[config.mk]
export PLATFORM = sky130hd
export DESIGN_NAME = pps_top
export DESIGN_NICKNAME = d
export VERILOG_FILES = /design/src/include/pps_pkg.sv /design/src/include/pps_cfg_if.sv /design/src/verilog/pps_pull.sv /design/src/verilog/pps_regs.sv /design/src/verilog/pps_top.sv
export VERILOG_INCLUDE_DIRS = /design/src /design/src/include
export SDC_FILE = /design/constraint.sdc
export NUM_CORES = 1
export LEC_CHECK = 0
export BUFFER_PORTS_ARGS = -buffer_cell sky130_fd_sc_hd__buf_2
export CORE_MARGIN = 2
export CORE_UTILIZATION = 48
export DETAILED_ROUTE_END_ITERATION = 12
export PLACE_DENSITY = 0.75
export SYNTH_ARGS = -nofsm -noshare
export SYNTH_HDL_FRONTEND = slang
export SYNTH_SLANG_ARGS = --single-unit
[constraint.sdc]
create_clock -name clock_i -period 1.2 [get_ports clock_i]
set_input_delay 0.12 -clock clock_i [delete_from_list [all_inputs] [get_ports clock_i]]
set_output_delay 0.12 -clock clock_i [all_outputs]
set_load 0.1 [all_outputs]
[src/include/pps_params.svh]
// Register offsets, field positions, reset values and fixed pin positions of the pin sharing block
`ifndef PPS_PARAMS_SVH
`define PPS_PARAMS_SVH
// Register offsets
`define PPS_OFF_DATA_A 8'h00
`define PPS_OFF_DATA_B 8'h01
`define PPS_OFF_DIR_A 8'h04
`define PPS_OFF_DIR_B 8'h05
`define PPS_OFF_PUE_A 8'h0D
`define PPS_OFF_KWE 8'h10
`define PPS_OFF_TME 8'h11
`define PPS_OFF_OPT 8'h12
`define PPS_OFF_ADC 8'h13
// Option register fields
`define PPS_OPT_OSC_LSB 0
`define PPS_OPT_OSC_MSB 1
`define PPS_OPT_SCI_BIT 2
// Reset values
`define PPS_RST_PORT 8'h00
`define PPS_RST_OPT 8'h00
// Fixed pin positions on the second port
`define PPS_B_OSC_OUT 7
`define PPS_B_OSC_IN 6
`define PPS_B_SCI_TX 5
`define PPS_B_SCI_RX 4
`endif

[src/include/pps_pkg.sv]
// Types shared by the pin sharing block
package pps_pkg;
   // Oscillator pin option; code 3 behaves as internal
   typedef enum logic [1:0] {
      PPS_OSC_INTERNAL = 2'h0,
      PPS_OSC_EXTCLK = 2'h1,
      PPS_OSC_CRYSTAL = 2'h2,
      PPS_OSC_SPARE = 2'h3
   } pps_osc_type;
   // Register file state
   typedef struct packed {
      logic [4:0] data_a;
      logic [7:0] data_b;
      logic [4:0] dir_a;
      logic [7:0] dir_b;
      logic [4:0] pue_a;
      logic [4:0] kwe;
      logic [4:0] tme;
      pps_osc_type osc;
      logic sci_en;
      logic [3:0] adc_en;
      logic [7:0] rdata;
   } pps_regs_type;
   // Registered outputs of the top module
   typedef struct packed {
      logic [4:0] pa_out;
      logic [4:0] pa_oe_n;
      logic [4:0] pa_pu;
      logic [7:0] pb_out;
      logic [7:0] pb_oe_n;
      logic [4:0] key_wakeup_interrupt;
      logic [4:0] tim_in;
      logic osc_clk;
      logic osc_xtal;
      logic osc_ext;
      logic sci_rx;
      logic [3:0] adc_conn;
   } pps_top_type;
endpackage : pps_pkg

[src/include/pps_cfg_if.sv]
// Configuration and pin readback carried between the register file and the pin logic
`timescale 1ns/100ps
interface pps_cfg_if;
   logic [4:0] data_a;
   logic [7:0] data_b;
   logic [4:0] dir_a;
   logic [7:0] dir_b;
   logic [4:0] pue_a;
   logic [4:0] kwe;
   logic [4:0] tme;
   pps_pkg::pps_osc_type osc;
   logic sci_en;
   logic [3:0] adc_en;
   logic [4:0] pin_a;
   logic [7:0] pin_b;
   modport regs (output data_a, data_b, dir_a, dir_b, pue_a, kwe, tme, osc, sci_en, adc_en,
      input pin_a, pin_b);
   modport core (input data_a, data_b, dir_a, dir_b, pue_a, kwe, tme, osc, sci_en, adc_en,
      output pin_a, pin_b);
   modport pull (input dir_a, pue_a, kwe, tme);
endinterface : pps_cfg_if

[src/verilog/pps_pull.sv]
// Pull-up selection for the first port, one cell per pin
`timescale 1ns/100ps
module pps_pull (
   pps_cfg_if.pull cfg, // Pin configuration
   output logic [4:0] pu_o // Pull-up wanted, per pin
);
   // ************************************
   // Per-pin pull-up decision
   // ************************************
   genvar i;
   generate
      for (i = 0; i < 5; i++) begin : g_pin
         // Timer wins over everything, then key wakeup, then the software input pull-up
         assign pu_o[i] = !cfg.tme[i] && (cfg.kwe[i] || (cfg.pue_a[i] && !cfg.dir_a[i]));
      end
   endgenerate
endmodule : pps_pull

[src/verilog/pps_regs.sv]
// Register file of the pin sharing block with its plain software port
`timescale 1ns/100ps
`include "pps_params.svh"
module pps_regs (
   input wire logic clock_i, // System clock
   input wire logic rst_n_i, // Asynchronous reset, active low
   input wire logic [7:0] addr_i, // Register address
   input wire logic [7:0] wdata_i, // Write data
   input wire logic wr_i, // Write strobe
   input wire logic rd_i, // Read strobe
   output logic [7:0] rdata_o, // Read data, cycle after the strobe
   pps_cfg_if.regs cfg // Configuration out, pins in
);
   pps_pkg::pps_regs_type r;
   pps_pkg::pps_regs_type next_r;

   // ************************************
   // Write decode and read mux
   // ************************************
   always_comb begin
      next_r = r;
      next_r.rdata = 8'h00;
      if (wr_i) begin
         case (addr_i)
            `PPS_OFF_DATA_A: next_r.data_a = wdata_i[4:0];
            `PPS_OFF_DATA_B: next_r.data_b = wdata_i;
            `PPS_OFF_DIR_A: next_r.dir_a = wdata_i[4:0];
            `PPS_OFF_DIR_B: next_r.dir_b = wdata_i;
            `PPS_OFF_PUE_A: next_r.pue_a = wdata_i[4:0];
            `PPS_OFF_KWE: next_r.kwe = wdata_i[4:0];
            `PPS_OFF_TME: next_r.tme = wdata_i[4:0];
            `PPS_OFF_OPT: begin
               next_r.osc = pps_pkg::pps_osc_type'(wdata_i[`PPS_OPT_OSC_MSB:`PPS_OPT_OSC_LSB]);
               next_r.sci_en = wdata_i[`PPS_OPT_SCI_BIT];
            end
            `PPS_OFF_ADC: next_r.adc_en = wdata_i[3:0];
            default: ;
         endcase
      end
      // Data reads show the latch for outputs and the pin for inputs
      if (rd_i) begin
         case (addr_i)
            `PPS_OFF_DATA_A: next_r.rdata = {3'h0, (r.dir_a & r.data_a) | (~r.dir_a & cfg.pin_a)};
            `PPS_OFF_DATA_B: next_r.rdata = (r.dir_b & r.data_b) | (~r.dir_b & cfg.pin_b);
            `PPS_OFF_DIR_A: next_r.rdata = {3'h0, r.dir_a};
            `PPS_OFF_DIR_B: next_r.rdata = r.dir_b;
            `PPS_OFF_PUE_A: next_r.rdata = {3'h0, r.pue_a};
            `PPS_OFF_KWE: next_r.rdata = {3'h0, r.kwe};
            `PPS_OFF_TME: next_r.rdata = {3'h0, r.tme};
            `PPS_OFF_OPT: next_r.rdata = {5'h00, r.sci_en, r.osc};
            `PPS_OFF_ADC: next_r.rdata = {4'h0, r.adc_en};
            default: next_r.rdata = 8'h00;
         endcase
      end
   end

   // ************************************
   // State register
   // ************************************
   always_ff @(posedge clock_i or negedge rst_n_i) begin
      if (!rst_n_i) begin
         r <= '0;
      end else begin
         r <= next_r;
      end
   end

   assign rdata_o = r.rdata;
   assign cfg.data_a = r.data_a;
   assign cfg.data_b = r.data_b;
   assign cfg.dir_a = r.dir_a;
   assign cfg.dir_b = r.dir_b;
   assign cfg.pue_a = r.pue_a;
   assign cfg.kwe = r.kwe;
   assign cfg.tme = r.tme;
   assign cfg.osc = r.osc;
   assign cfg.sci_en = r.sci_en;
   assign cfg.adc_en = r.adc_en;
endmodule : pps_regs

[src/verilog/pps_top.sv]
// Pin function sharing for the two general-purpose ports and pull-up control for the first port
`timescale 1ns/100ps
`include "pps_params.svh"
module pps_top (
   input wire logic clock_i, // System clock, 100 MHz
   input wire logic rst_n_i, // Asynchronous reset, active low
   input wire logic [7:0] addr_i, // Register address
   input wire logic [7:0] wdata_i, // Register write data
   input wire logic wr_i, // Register write strobe
   input wire logic rd_i, // Register read strobe
   output logic [7:0] rdata_o, // Register read data
   input wire logic [4:0] pa_in_i, // First port pin levels
   output logic [4:0] pa_out_o, // First port pin drive values
   output logic [4:0] pa_oe_n_o, // First port drive enables, low drives
   output logic [4:0] pa_pu_o, // First port pull-up enables
   input wire logic [7:0] pb_in_i, // Second port pin levels
   output logic [7:0] pb_out_o, // Second port pin drive values
   output logic [7:0] pb_oe_n_o, // Second port drive enables, low drives
   output logic [4:0] kbi_o, // Key wakeup inputs, idle high
   input wire logic [4:0] tim_out_i, // Timer output levels per pin
   input wire logic [4:0] tim_oe_i, // Timer drives the pin
   output logic [4:0] tim_in_o, // Timer capture inputs
   output logic osc_clk_o, // Oscillator input pin level
   output logic osc_xtal_o, // Crystal option connected
   output logic osc_ext_o, // External clock option connected
   input wire logic sci_tx_i, // Serial transmit data
   output logic sci_rx_o, // Serial receive data, idle high
   output logic [3:0] adc_conn_o // Converter channel connected to pin
);
   pps_pkg::pps_top_type s;
   pps_pkg::pps_top_type next_s;
   pps_cfg_if cfg ();
   logic [4:0] pull;
   logic xtal_sel;
   logic ext_sel;

   // ************************************
   // Register file and pull-up cells
   // ************************************
   pps_regs pps_regs_inst (
      .clock_i(clock_i),
      .rst_n_i(rst_n_i),
      .addr_i(addr_i),
      .wdata_i(wdata_i),
      .wr_i(wr_i),
      .rd_i(rd_i),
      .rdata_o(rdata_o),
      .cfg(cfg.regs)
   );

   pps_pull pps_pull_inst (
      .cfg(cfg.pull),
      .pu_o(pull)
   );

   // Pin levels back to the register file for data reads
   assign cfg.pin_a = pa_in_i;
   assign cfg.pin_b = pb_in_i;

   // Oscillator option decode
   assign xtal_sel = (cfg.osc == pps_pkg::PPS_OSC_CRYSTAL);
   assign ext_sel = (cfg.osc == pps_pkg::PPS_OSC_EXTCLK);

   // ************************************
   // Pin routing
   // ************************************
   always_comb begin
      next_s = s;
      // First port: timer over key wakeup over general I/O
      for (int i = 0; i < 5; i++) begin
         if (cfg.tme[i]) begin
            next_s.pa_out[i] = tim_out_i[i];
            next_s.pa_oe_n[i] = !tim_oe_i[i];
         end else if (cfg.kwe[i]) begin
            next_s.pa_out[i] = cfg.data_a[i];
            next_s.pa_oe_n[i] = 1'b1;
         end else begin
            next_s.pa_out[i] = cfg.data_a[i];
            next_s.pa_oe_n[i] = !cfg.dir_a[i];
         end
         next_s.key_wakeup_interrupt[i] = cfg.kwe[i] ? pa_in_i[i] : 1'b1;
         next_s.tim_in[i] = cfg.tme[i] ? pa_in_i[i] : 1'b0;
      end
      next_s.pa_pu = pull;
      // Second port: general I/O by default
      for (int j = 0; j < 8; j++) begin
         next_s.pb_out[j] = cfg.data_b[j];
         next_s.pb_oe_n[j] = !cfg.dir_b[j];
      end
      // Converter channels release their pins
      for (int k = 0; k < 4; k++) begin
         next_s.adc_conn[k] = cfg.adc_en[k];
         if (cfg.adc_en[k]) begin
            next_s.pb_oe_n[k] = 1'b1;
         end
      end
      // Serial interface takes transmit and receive pins
      next_s.sci_rx = cfg.sci_en ? pb_in_i[`PPS_B_SCI_RX] : 1'b1;
      if (cfg.sci_en) begin
         next_s.pb_out[`PPS_B_SCI_TX] = sci_tx_i;
         next_s.pb_oe_n[`PPS_B_SCI_TX] = 1'b0;
         next_s.pb_oe_n[`PPS_B_SCI_RX] = 1'b1;
      end
      // Oscillator option takes one or two pins
      next_s.osc_xtal = xtal_sel;
      next_s.osc_ext = ext_sel;
      next_s.osc_clk = (xtal_sel || ext_sel) ? pb_in_i[`PPS_B_OSC_IN] : 1'b0;
      if (xtal_sel || ext_sel) begin
         next_s.pb_oe_n[`PPS_B_OSC_IN] = 1'b1;
         next_s.pb_out[`PPS_B_OSC_IN] = 1'b0;
      end
      if (xtal_sel) begin
         next_s.pb_oe_n[`PPS_B_OSC_OUT] = 1'b1;
         next_s.pb_out[`PPS_B_OSC_OUT] = 1'b0;
      end
   end

   // ************************************
   // Output register
   // ************************************
   always_ff @(posedge clock_i or negedge rst_n_i) begin
      if (!rst_n_i) begin
         s.pa_out <= 5'h00;
         s.pa_oe_n <= 5'h1F;
         s.pa_pu <= 5'h00;
         s.pb_out <= 8'h00;
         s.pb_oe_n <= 8'hFF;
         s.key_wakeup_interrupt <= 5'h1F;
         s.tim_in <= 5'h00;
         s.osc_clk <= 1'b0;
         s.osc_xtal <= 1'b0;
         s.osc_ext <= 1'b0;
         s.sci_rx <= 1'b1;
         s.adc_conn <= 4'h0;
      end else begin
         s <= next_s;
      end
   end

   assign pa_out_o = s.pa_out;
   assign pa_oe_n_o = s.pa_oe_n;
   assign pa_pu_o = s.pa_pu;
   assign pb_out_o = s.pb_out;
   assign pb_oe_n_o = s.pb_oe_n;
   assign kbi_o = s.key_wakeup_interrupt;
   assign tim_in_o = s.tim_in;
   assign osc_clk_o = s.osc_clk;
   assign osc_xtal_o = s.osc_xtal;
   assign osc_ext_o = s.osc_ext;
   assign sci_rx_o = s.sci_rx;
   assign adc_conn_o = s.adc_conn;

   // ************************************
   // Assertions
   // ************************************
   // Key wakeup pin with no timer has its pull-up one cycle later
   property p_kw_pull;
      @(posedge clock_i) disable iff (!rst_n_i)
      (cfg.kwe[0] && !cfg.tme[0]) |=> pa_pu_o[0];
   endproperty
   a_kw_pull: assert property (p_kw_pull) else $error("key wakeup pin lacks pull-up");

   // Timer pin never shows a pull-up
   property p_tim_nopull;
      @(posedge clock_i) disable iff (!rst_n_i)
      cfg.tme != 5'h00 |=> (pa_pu_o & $past(cfg.tme)) == 5'h00;
   endproperty
   a_tim_nopull: assert property (p_tim_nopull) else $error("pull-up on timer pin");

   // Software pull-up follows enable on plain inputs
   property p_sw_pull;
      @(posedge clock_i) disable iff (!rst_n_i)
      (cfg.tme[1] == 1'b0 && cfg.kwe[1] == 1'b0 && cfg.dir_a[1] == 1'b0)
         |=> pa_pu_o[1] == $past(cfg.pue_a[1]);
   endproperty
   a_sw_pull: assert property (p_sw_pull) else $error("input pull-up not software");

   // Key wakeup input follows the pin level
   property p_kbi_path;
      @(posedge clock_i) disable iff (!rst_n_i)
      cfg.kwe[2] |=> kbi_o[2] == $past(pa_in_i[2]);
   endproperty
   a_kbi_path: assert property (p_kbi_path) else $error("key wakeup input wrong");

   // Timer drives its pin when it asks to
   property p_tim_drive;
      @(posedge clock_i) disable iff (!rst_n_i)
      (cfg.tme[2] && tim_oe_i[2]) |=> (!pa_oe_n_o[2] && pa_out_o[2] == $past(tim_out_i[2]));
   endproperty
   a_tim_drive: assert property (p_tim_drive) else $error("timer does not drive pin");

   // Crystal releases both oscillator pins
   property p_xtal_pins;
      @(posedge clock_i) disable iff (!rst_n_i)
      xtal_sel |=> (pb_oe_n_o[7] && pb_oe_n_o[6] && osc_xtal_o);
   endproperty
   a_xtal_pins: assert property (p_xtal_pins) else $error("crystal pins still driven");

   // External clock keeps bit seven as general I/O
   property p_ext_pins;
      @(posedge clock_i) disable iff (!rst_n_i)
      ext_sel |=> (pb_oe_n_o[6] && pb_oe_n_o[7] == !$past(cfg.dir_b[7]));
   endproperty
   a_ext_pins: assert property (p_ext_pins) else $error("external clock pin use wrong");

   // Without an oscillator option the clock path stays quiet
   property p_osc_off;
      @(posedge clock_i) disable iff (!rst_n_i)
      (!xtal_sel && !ext_sel) ##1 (!xtal_sel && !ext_sel) |-> (!osc_clk_o && !osc_xtal_o);
   endproperty
   a_osc_off: assert property (p_osc_off) else $error("oscillator connected without option");

   // Serial interface owns transmit and receive pins
   property p_sci_pins;
      @(posedge clock_i) disable iff (!rst_n_i)
      cfg.sci_en |=> (!pb_oe_n_o[5] && pb_out_o[5] == $past(sci_tx_i)
         && pb_oe_n_o[4] && sci_rx_o == $past(pb_in_i[4]));
   endproperty
   a_sci_pins: assert property (p_sci_pins) else $error("serial pins not handed over");

   // Converter channel releases its pin
   property p_adc_pin;
      @(posedge clock_i) disable iff (!rst_n_i)
      cfg.adc_en[0] |=> (pb_oe_n_o[0] && adc_conn_o[0]);
   endproperty
   a_adc_pin: assert property (p_adc_pin) else $error("converter pin still driven");

   // Plain second-port pin follows data and direction
   property p_gpio_b;
      @(posedge clock_i) disable iff (!rst_n_i)
      !cfg.adc_en[2] |=> (pb_out_o[2] == $past(cfg.data_b[2])
         && pb_oe_n_o[2] == !$past(cfg.dir_b[2]));
   endproperty
   a_gpio_b: assert property (p_gpio_b) else $error("general I/O not restored");

   // Key wakeup pin with no timer is never driven
   property p_kw_input;
      @(posedge clock_i) disable iff (!rst_n_i)
      (cfg.kwe[0] && !cfg.tme[0]) |=> pa_oe_n_o[0];
   endproperty
   a_kw_input: assert property (p_kw_input) else $error("wakeup pin driven");

   // Key wakeup input idles high while disabled
   property p_kbi_idle;
      @(posedge clock_i) disable iff (!rst_n_i)
      !cfg.kwe[4] |=> kbi_o[4];
   endproperty
   a_kbi_idle: assert property (p_kbi_idle) else $error("idle key wakeup input low");

   // Timer capture input follows the pin
   property p_tim_in;
      @(posedge clock_i) disable iff (!rst_n_i)
      cfg.tme[1] |=> tim_in_o[1] == $past(pa_in_i[1]);
   endproperty
   a_tim_in: assert property (p_tim_in) else $error("timer capture input wrong");

   // Timer capture input stays low while disabled
   property p_tim_in_idle;
      @(posedge clock_i) disable iff (!rst_n_i)
      !cfg.tme[0] |=> !tim_in_o[0];
   endproperty
   a_tim_in_idle: assert property (p_tim_in_idle) else $error("timer input not low");

   // Timer pin not asked to drive is released
   property p_tim_release;
      @(posedge clock_i) disable iff (!rst_n_i)
      (cfg.tme[1] && !tim_oe_i[1]) |=> pa_oe_n_o[1];
   endproperty
   a_tim_release: assert property (p_tim_release) else $error("idle timer pin driven");

   // Plain first-port pin follows data and direction
   property p_gpio_a;
      @(posedge clock_i) disable iff (!rst_n_i)
      (!cfg.tme[4] && !cfg.kwe[4]) |=> (pa_out_o[4] == $past(cfg.data_a[4])
         && pa_oe_n_o[4] == !$past(cfg.dir_a[4]));
   endproperty
   a_gpio_a: assert property (p_gpio_a) else $error("first port I/O wrong");

   // Output pin without key wakeup has no pull-up
   property p_out_nopull;
      @(posedge clock_i) disable iff (!rst_n_i)
      (!cfg.kwe[3] && cfg.dir_a[3]) |=> !pa_pu_o[3];
   endproperty
   a_out_nopull: assert property (p_out_nopull) else $error("pull-up on output pin");

   // Oscillator input level reaches the clock circuit
   property p_osc_clk;
      @(posedge clock_i) disable iff (!rst_n_i)
      (xtal_sel || ext_sel) |=> osc_clk_o == $past(pb_in_i[`PPS_B_OSC_IN]);
   endproperty
   a_osc_clk: assert property (p_osc_clk) else $error("oscillator input lost");

   // External clock option flags itself only
   property p_ext_flag;
      @(posedge clock_i) disable iff (!rst_n_i)
      ext_sel |=> (osc_ext_o && !osc_xtal_o);
   endproperty
   a_ext_flag: assert property (p_ext_flag) else $error("external clock flag wrong");

   // Serial receive idles high while disabled
   property p_rx_idle;
      @(posedge clock_i) disable iff (!rst_n_i)
      !cfg.sci_en |=> sci_rx_o;
   endproperty
   a_rx_idle: assert property (p_rx_idle) else $error("serial receive not idle");

   // Transmit pin is general I/O without the serial interface
   property p_tx_gpio;
      @(posedge clock_i) disable iff (!rst_n_i)
      !cfg.sci_en |=> (pb_out_o[5] == $past(cfg.data_b[5])
         && pb_oe_n_o[5] == !$past(cfg.dir_b[5]));
   endproperty
   a_tx_gpio: assert property (p_tx_gpio) else $error("transmit pin not I/O");

   // Disabled converter channel is not connected
   property p_adc_idle;
      @(posedge clock_i) disable iff (!rst_n_i)
      !cfg.adc_en[3] |=> !adc_conn_o[3];
   endproperty
   a_adc_idle: assert property (p_adc_idle) else $error("idle channel connected");

   // Without crystal, bit seven stays general I/O
   property p_b7_gpio;
      @(posedge clock_i) disable iff (!rst_n_i)
      !xtal_sel |=> (pb_out_o[7] == $past(cfg.data_b[7])
         && pb_oe_n_o[7] == !$past(cfg.dir_b[7]));
   endproperty
   a_b7_gpio: assert property (p_b7_gpio) else $error("bit seven not I/O");

   // Scenarios
   c_kw_pull: cover property (@(posedge clock_i) disable iff (!rst_n_i)
      cfg.kwe[0] ##1 pa_pu_o[0]);
   c_xtal: cover property (@(posedge clock_i) disable iff (!rst_n_i) xtal_sel ##1 osc_xtal_o);
   c_sci: cover property (@(posedge clock_i) disable iff (!rst_n_i) cfg.sci_en ##1 !sci_rx_o);
   c_tim: cover property (@(posedge clock_i) disable iff (!rst_n_i)
      (cfg.tme[2] && tim_oe_i[2]) ##1 !pa_oe_n_o[2]);
   c_ext: cover property (@(posedge clock_i) disable iff (!rst_n_i) ext_sel ##1 osc_ext_o);
endmodule : pps_top

After elaboration in Yosys (flattened, before gate mapping)
Cells that the tools add are included.
Widths: inputs -> output; s select.

word-level totals
  input bits = 44
  bits in registers = 105
  word-level logic and storage cells = 129
  output and inout port bits = 57

cells by class
  bitwise operators = 8
  eq/ne operators = 10
  reduce and logical (&&, ||, !) cells = 49
  muxes and demuxes = 39

operators with widths
  operator            number
  $pmux 8 s9          1
  $mux 1              36
  $eq 8x5->1 const B  4
  $logic_not 1->1     23
  $reduce_and 2->1    9
  $and 8x8->8         2
  $eq 8x3->1 const B  2
  $and 5x5->5         2
  $logic_and 1x1->1   10
  $eq 8x1->1 const B  1
  $eq 8x4->1 const B  1
  $logic_not 8->1     1
  $mux 8              1
  $not 8->8           1
  $or 8x8->8          1
  $logic_or 1x1->1    6
  $not 5->5           1
  $or 5x5->5          1
  $eq 2x1->1 const B  1
  $eq 2x2->1 const B  1
  $mux 2              1

Logic depth before layout (Yosys ltp)
Gate-level depths: netlist of run 1.

  depth after elaboration = 5
  depth in mapped cells = 6
  mapped depth without buffers = 4

Modules after synthesis
From an unflattened synthesis of run 1, not the netlist that was laid out.

unflattened totals
  cells, all modules = 312
  area total of the unflattened synthesis = 4418.0 sq um

modules (own cells, without submodules)
  module    area an instance (sq um)  cells an instance  times used  seq. area each (sq um)
  pps_regs  2723.9                    206                1           1401.3
  pps_top   1562.7                    91                 1           1249.9
  pps_pull  131.4                     15                 1           0.0

Least setup slack after synthesis of run 1
Ideal clock, no wire load.

  path type = input port to flip-flop
  from = in addr_i[3]
  to = reg pps_regs_inst.r, in the netlist pps_regs_inst.cfg.kwe[0]
  library setup time = 0.125 ns
  stages = 5
  required time = 1.075 ns
  buffers on the path = 1
  arrival = 1.544 ns
  path slack = -0.468 ns
  cells stage by stage = buf_6 or4_4 nor3b_4 nand3_4 mux2_2

on the way
  word-level cells in the longest chain between the ends = 2

ends and longest elaborated chain
  item                        RTL line        source
  start, declared             pps_top.sv:7    input wire logic [7:0] addr_i,
  $eq 8x5->1                  pps_regs.sv:24  case (addr_i)
  $reduce_and 2->1 (no line)  -
  end signal, assigned        pps_regs.sv:64  r <= next_r;
  end, declared               pps_regs.sv:14  pps_pkg::pps_regs_type r;

No other way between the ends.
A chain may end at the register's enable or synchronous reset.

Worst setup path after layout of run 1
  from = in addr_i[3]
  to = reg pps_regs_inst.r, in the netlist pps_regs_inst.cfg.tme[2]

The elaborated chain is that of the path after synthesis.

==> results of run 1 <==
layout make-up:
type | count | area [sq um] | area share, %
Timing Repair Buffer | 168 | 1800 | 27.3
Clock inverter | 6 | 90.1 | 1.37
Antenna cell | 1 | 2.50 | 0.0381
Inverter | 9 | 33.8 | 0.514
Multi-Input combinational cell | 196 | 1730 | 26.3
Clock buffer | 10 | 138 | 2.09
Sequential cell | 105 | 2650 | 40.3
Tap cell | 108 | 135 | 2.06
where the power goes:
group	switching, W	internal [W]	leakage [nW]
combinational	0.00102	0.000646	1.61
sequential	0.000145	0.00373	1.39
clock	0.00121	0.00124	0.113
total	0.00238	0.00561	3.10
cells by family after synthesis:
kind of cell / after synthesis / share of synthesized area (%)
adder cells (fa/ha/maj): 2 / 0.582
multiplexers: 72 / 18.5
AO/OA/AOI/OAI: 42 / 6.25
AND/OR/NAND/NOR: 80 / 11.5
flip-flops: 105 / 61.6
buffers and inverters: 16 / 1.60
registers in the layout, indices dropped and copies added, names as in the netlist, 2 cells and up:
register,flops
pb_oe_n_o,8
pa_pu_o,5
pa_oe_n_o,5
pps_regs_inst.cfg.dir_a,5
adc_conn_o,4
pps_regs_inst.cfg.dir_b,8
pb_out_o,8
pps_regs_inst.cfg.pue_a,5
pps_regs_inst.cfg.adc_en,4
pps_regs_inst.cfg.tme,5
kbi_o,5
pps_regs_inst.cfg.data_b,8
pps_regs_inst.cfg.data_a,5
pps_regs_inst.cfg.osc,2
pa_out_o,5
pps_regs_inst.cfg.kwe,5
tim_in_o,5
pps_regs_inst.rdata_o,8
Yosys cell counts, types with 2 or more instances:
cell type / number / area [sq um]
a22oi_1: 8 / 60.1
and3_1: 4 / 25.0
o22ai_1: 4 / 25.0
dfrtp_1: 86 / 2150
clkbuf_1: 4 / 15.0
or3_1: 3 / 18.8
nor2_1: 18 / 67.6
and2_1: 7 / 43.8
mux2i_1: 13 / 130
nand3_1: 2 / 10.0
nand3b_1: 3 / 22.5
nand2b_1: 15 / 93.8
nor3_1: 3 / 15.0
a31oi_1: 4 / 25.0
nor2b_1: 3 / 18.8
nor4_1: 2 / 12.5
inv_1: 9 / 33.8
nand3_4: 2 / 35.0
dfstp_2: 19 / 499
mux2_2: 59 / 664
ha_1: 2 / 25.0
a32oi_1: 2 / 17.5
o21ai_0: 11 / 55.1
nand2_1: 9 / 33.8
a21oi_1: 9 / 45.0
per-stage QoR:
stage / setup TNS, ps / instances / setup slack, ps / utilization (%)
2_1_floorplan: -13350 / 317 / -466 / -
3_3_place_gp: -20160 / 558 / -451 / 68.2
3_5_place_dp: -21810 / 558 / -496 / 68.2
4_1_cts: -1230 / 597 / -66.2 / 74.1
5_1_grt: -2450 / 603 / -127 / 75.4
6_report: -1360 / 603 / -102 / 75.4
routing by layer:
| metal | global-route usage (%) | vias to the layer above | wire length [um] |
|---|---|---|---|
| met4 | 8.54 | 0 | 262 |
| met5 | 0 | - | 0 |
| met1 | 29.6 | 1641 | 4430 |
| met2 | 38.6 | 116 | 5840 |
| met3 | 5.04 | 23 | 603 |
| li1 | - | 1471 | - |
worst min-delay path by stage:
stage | end | slack, ps | start | depth (start not counted)
2_1_floorplan | adc_conn_o[0]$_DFF_PN0_ | -180 | rst_n_i | 0
3_3_place_gp | adc_conn_o[0]$_DFF_PN0_ | 20 | rst_n_i | 1
3_5_place_dp | adc_conn_o[2]$_DFF_PN0_ | 10 | rst_n_i | 1
4_1_cts | pps_regs_inst.cfg.data_b[7]$_DFFE_PN0P_ | 9 | wdata_i[7] | 2
5_1_grt | tim_in_o[0]$_DFF_PN0_ | 10 | pa_in_i[0] | 2
6_report | kbi_o[0]$_DFF_PN1_ | 10 | pa_in_i[0] | 2
critical path, stage by stage:
cell and delay, ps:
buf_6 90, or4_4 560, nor3b_4 200, buf_6 170, nand3_4 100, mux2_4 310
what timing repair did:
action	in CTS	in global routing
hold endpoints to repair	119	0
hold buffers	22	0
setup buffers	1	5
resized for setup	22	13
pin swaps	6	4
endpoints found under the setup margin	61	57
==> metrics, run 1 <==
outcome=finished, violations left; failing checks=negative setup slack; IO Count=101; Yosys warning count=0; Final Hold Fails=0; post-synthesis register bit count=105; Routed Antenna Nets=0; Slew @ Worst Pin=500 ps; clk buf depth=2; WL final=11100 um; clock-pin slew on the worst setup and hold paths=100 ps; Initial Utilization=49.3%; Area after DPL=5950 sq um; Final Instance Area=6570 sq um; total gr overflow=0; initial antenna violation count=1; Final setup viols=32; core area=8720 sq um; reg-to-reg endpoint=pps_regs_inst.rdata_o[2]$_DFF_PN0_; Die W=98.7 um; period utilization=108%; crit path DAT=1570 ps; DRT Pass-1 Iters=4; most common cell after layout, fill and taps aside=dfrtp_1; Critical Path Sink=pps_regs_inst.cfg.tme[2]$_DFFE_PN0P_; CP Launch Type=input port; Final WS setup=-102 ps; Lkg Pwr=3.10 nW; Fill cells=500; total power=0.00799 W; fin crit period=1300 ps; FMAX=768 MHz; DRC viols=0; pwr dens=1220 nW/um^2; global-route wire length before repair=17300 um; largest net degree at the start of global routing=35; clock latency on the worst-skew pair=370 ps; CTS sink count=105; TritonCTS Buffers=9; WL/cell=18.5 um; max-slew violations=0; Root Buffer=clkbuf_8; Tot GR Track Use=23.0%; Layout Nets=535; syn nets=363; CTS tree=done; Hold WC Path Type=input port to register; peak supply drop=0.834 mV; asr flop ratio synth=100%; Netlist cell types=41; Die ar.=9730 sq um; DP HPWL=7860 um; Top FF cell, synth=dfrtp_1; EDFF count, synth=0; Placer Congestion=0.886; vias per cell=5.39; Post-Syn Instances=317; RSZ-0062 raised after global routing=true; Setup Crit Path Kind=input port to register; most frequent cells in the layout=dfrtp_1 (86), buf_4 (56), mux2_2 (48), buf_12 (44), buf_2 (39); Post-Syn Area per Cell=13.6 sq um; share of layout cells above drive strength 1=53.2%; crit path launch=addr_i[3]; 1st-iter DRT viols=178; routed vias=3251; Crit path required time=1470 ps; crit path max fanout=5; max-cap check violation count=0; height of the chip=98.7 um; worst clock skew=6.44 ps; vias in the first global route=3327; Port Buffers=100; critical path endpoint category=register; internal reg-to-reg setup slack=20 ps; Slew headroom=66.4%; reg2reg path depth=4; Post-Syn Area=4300 sq um; worst hold margin=14.4 ps; r2r startpoint=pps_regs_inst.cfg.dir_a[2]$_DFFE_PN0P_; Seq/Total Area, Yosys=61.6%; H-tree depth=3; Site Rows=34; Area Growth Syn to Fin=52.8%
No activity file was read; power rests on OpenSTA's default activity.
==> run 2, diff against run 1 <==
RECOVER_POWER = 100   (was unset)
==> run 2 against run 1 <==
Against the previous run:
- the run still ends with negative setup slack left
- register-to-register slack improved by 20 ps
- setup slack got worse by 4.8 ps
- die area unchanged
- largest power group unchanged
==> metrics, run 2 (same netlist as run 1, synthesis figures left out) <==
vias in the first global route=3327 (unchanged); most frequent cells in the layout=dfrtp_1 (86), buf_4 (55), mux2_2 (48), buf_2 (37), buf_12 (28); TritonCTS Buffers=9 (unchanged); routed vias=3270 (+0.58%); core area=8720 sq um (unchanged); crit path max fanout=5 (unchanged); height of the chip=98.7 um (unchanged); Site Rows=34 (unchanged); initial antenna violation count=1 (unchanged); failing checks=negative setup slack; Metal-1 WL=4400 um (-0.66%); crit path cell chain=buf_6 -> or4_4 -> nor3b_4 -> buf_6 -> nand3_4 -> mux2_4; DP HPWL=7860 um (unchanged); Sum Neg Setup Slack=-1520 ps (-154 ps); Routed Antenna Nets=0 (unchanged); Area Growth Syn to Fin=47.6%; Root Buffer=clkbuf_8; most common cell after layout, fill and taps aside=dfrtp_1; DRC viols=0 (unchanged); Setup Crit Path Kind=input port to register; r2r startpoint=pps_regs_inst.cfg.dir_b[0]$_DFFE_PN0P_; CTS sink count=105 (unchanged); register area=2650 sq um (unchanged); DR WL met2=5810 um (-0.45%); Top delay family on crit path=simple AND/OR/NAND/NOR gates; RSZ-0062 raised after global routing=true; crit path DAT=1570 ps (about the same); highest routed layer=met4; period utilization=109% (+0.40 points); WP buf/inv=2 (unchanged); Tot GR Track Use=23.0% (unchanged); peak supply drop=0.835 mV (about the same); total gr overflow=0 (unchanged); clk buf depth=2 (unchanged); WL/cell=18.5 um (about the same); share of layout cells above drive strength 1=51.2% (-2.0 points); Initial Utilization=49.3% (unchanged); clock latency on the worst-skew pair=370 ps (about the same); fin crit period=1310 ps (+4.82 ps); DRT Pass-1 Iters=4 (unchanged); 1st-iter DRT viols=168 (-5.6%); CP Launch Type=input port; Fill cells=541 (+8.2%); crit path launch=addr_i[3]; critical path endpoint category=register; internal reg-to-reg setup slack=40 ps (+20 ps); Final setup viols=43 (+34%); Die ar.=9730 sq um (unchanged); WL final=11100 um (about the same); FMAX=765 MHz (-0.37%); critical path's largest stage delay=560 ps (about the same); Slew headroom=67.1% (+0.73 points); H-tree depth=3 (unchanged); max-slew violations=0 (unchanged); Slew @ Worst Pin=489 ps (-10.9 ps); Final Hold Fails=0 (unchanged); footprint of the multi-input gates=1720 sq um (-0.29%); Hold WC Path Type=input port to register; largest net degree at the start of global routing=35 (unchanged); WL met3=670 um (+11%); Placer Congestion=0.886 (unchanged); clock-pin slew on the worst setup and hold paths=100 ps (about the same); vias per cell=5.42 (+0.58%); HP Start=pa_in_i[0]; worst clock skew=7.52 ps (+1.08 ps); IO Count=101 (unchanged); max-cap check violation count=0 (unchanged); outcome=finished, violations left; Lkg Pwr=3.02 nW (-2.6%); global-route wire length before repair=17300 um (unchanged); Port Buffers=100 (unchanged); fin util=72.8% (-2.5 points); pwr dens=1240 nW/um^2 (+2.1%); Layout Nets=535 (unchanged); CTS tree=done; cell with the most instances on the worst path=buf_6; Final WS setup=-106 ps (-4.82 ps); slowest CP cell=or4_4; Crit path required time=1460 ps (about the same); Die W=98.7 um (unchanged)
==> run 2: changes by cell type in the layout (fill, tap and decap cells not counted), sizes merged <==
cell,previous run,this run
buf,146,132
clkbuf,10,24
==> run 2: stage by stage <==
step,setup WS (ps),power [W],hold WS (ps),instance area (sq um),std cells
2_1_floorplan,-466,0.00480,-176,4410,317
6_report,-106,0.00789,17.0,6350,603
3_5_place_dp,-496,0.00550,13.6,5950,558
4_1_cts,-66.2,0.00800,9.10,6460,597
3_3_place_gp,-451,0.00546,16.0,5950,558
5_1_grt,-127,0.00816,14.8,6350,603
==> run 2: layout make-up <==
cell class	count	area share, %
Antenna cell	1	0.0394
Tap cell	108	2.13
Clock buffer	10	2.17
Multi-Input combinational cell	196	27.1
Sequential cell	105	41.7
Clock inverter	6	1.42
Inverter	9	0.532
Timing Repair Buffer	168	24.9
==> run 2: repair_timing <==
action,in CTS,in global routing
buffers inserted,1,5
resized for setup,22,13
endpoints found under the hold margin,119,0
endpoints found under the setup margin,61,57
pin swaps,6,4
hold buffers,22,0
==> run 2: per-layer routing <==
metal  GRT usage [%]  up-vias
met4            8.54        0
met1            29.6     1654
met2            38.6      122
met3            5.04       20
met5               0        -
li1                -     1474
==> run 2: worst paths after layout <==
| kind | endpoint | cells after the start |
|---|---|---|
| max | pps_regs_inst.cfg.tme[2]$_DFFE_PN0P_ | 6 |
| min | kbi_o[0]$_DFF_PN1_ | 2 |
| max reg2reg | pps_regs_inst.rdata_o[0]$_DFF_PN0_ | 3 |
| min reg2reg | pb_out_o[3]$_DFF_PN0_ | 0 |
| max in group asynchronous | kbi_o[4]$_DFF_PN1_ | 3 |
| min in group asynchronous | adc_conn_o[2]$_DFF_PN0_ | 2 |
==> run 2: report_power, final <==
group	internal [W]	total, W	switching [W]
Sequential	0.00373	0.00386	0.000132
Clock	0.00124	0.00244	0.00120
Combinational	0.000566	0.00159	0.00102
Total	0.00553	0.00789	0.00236
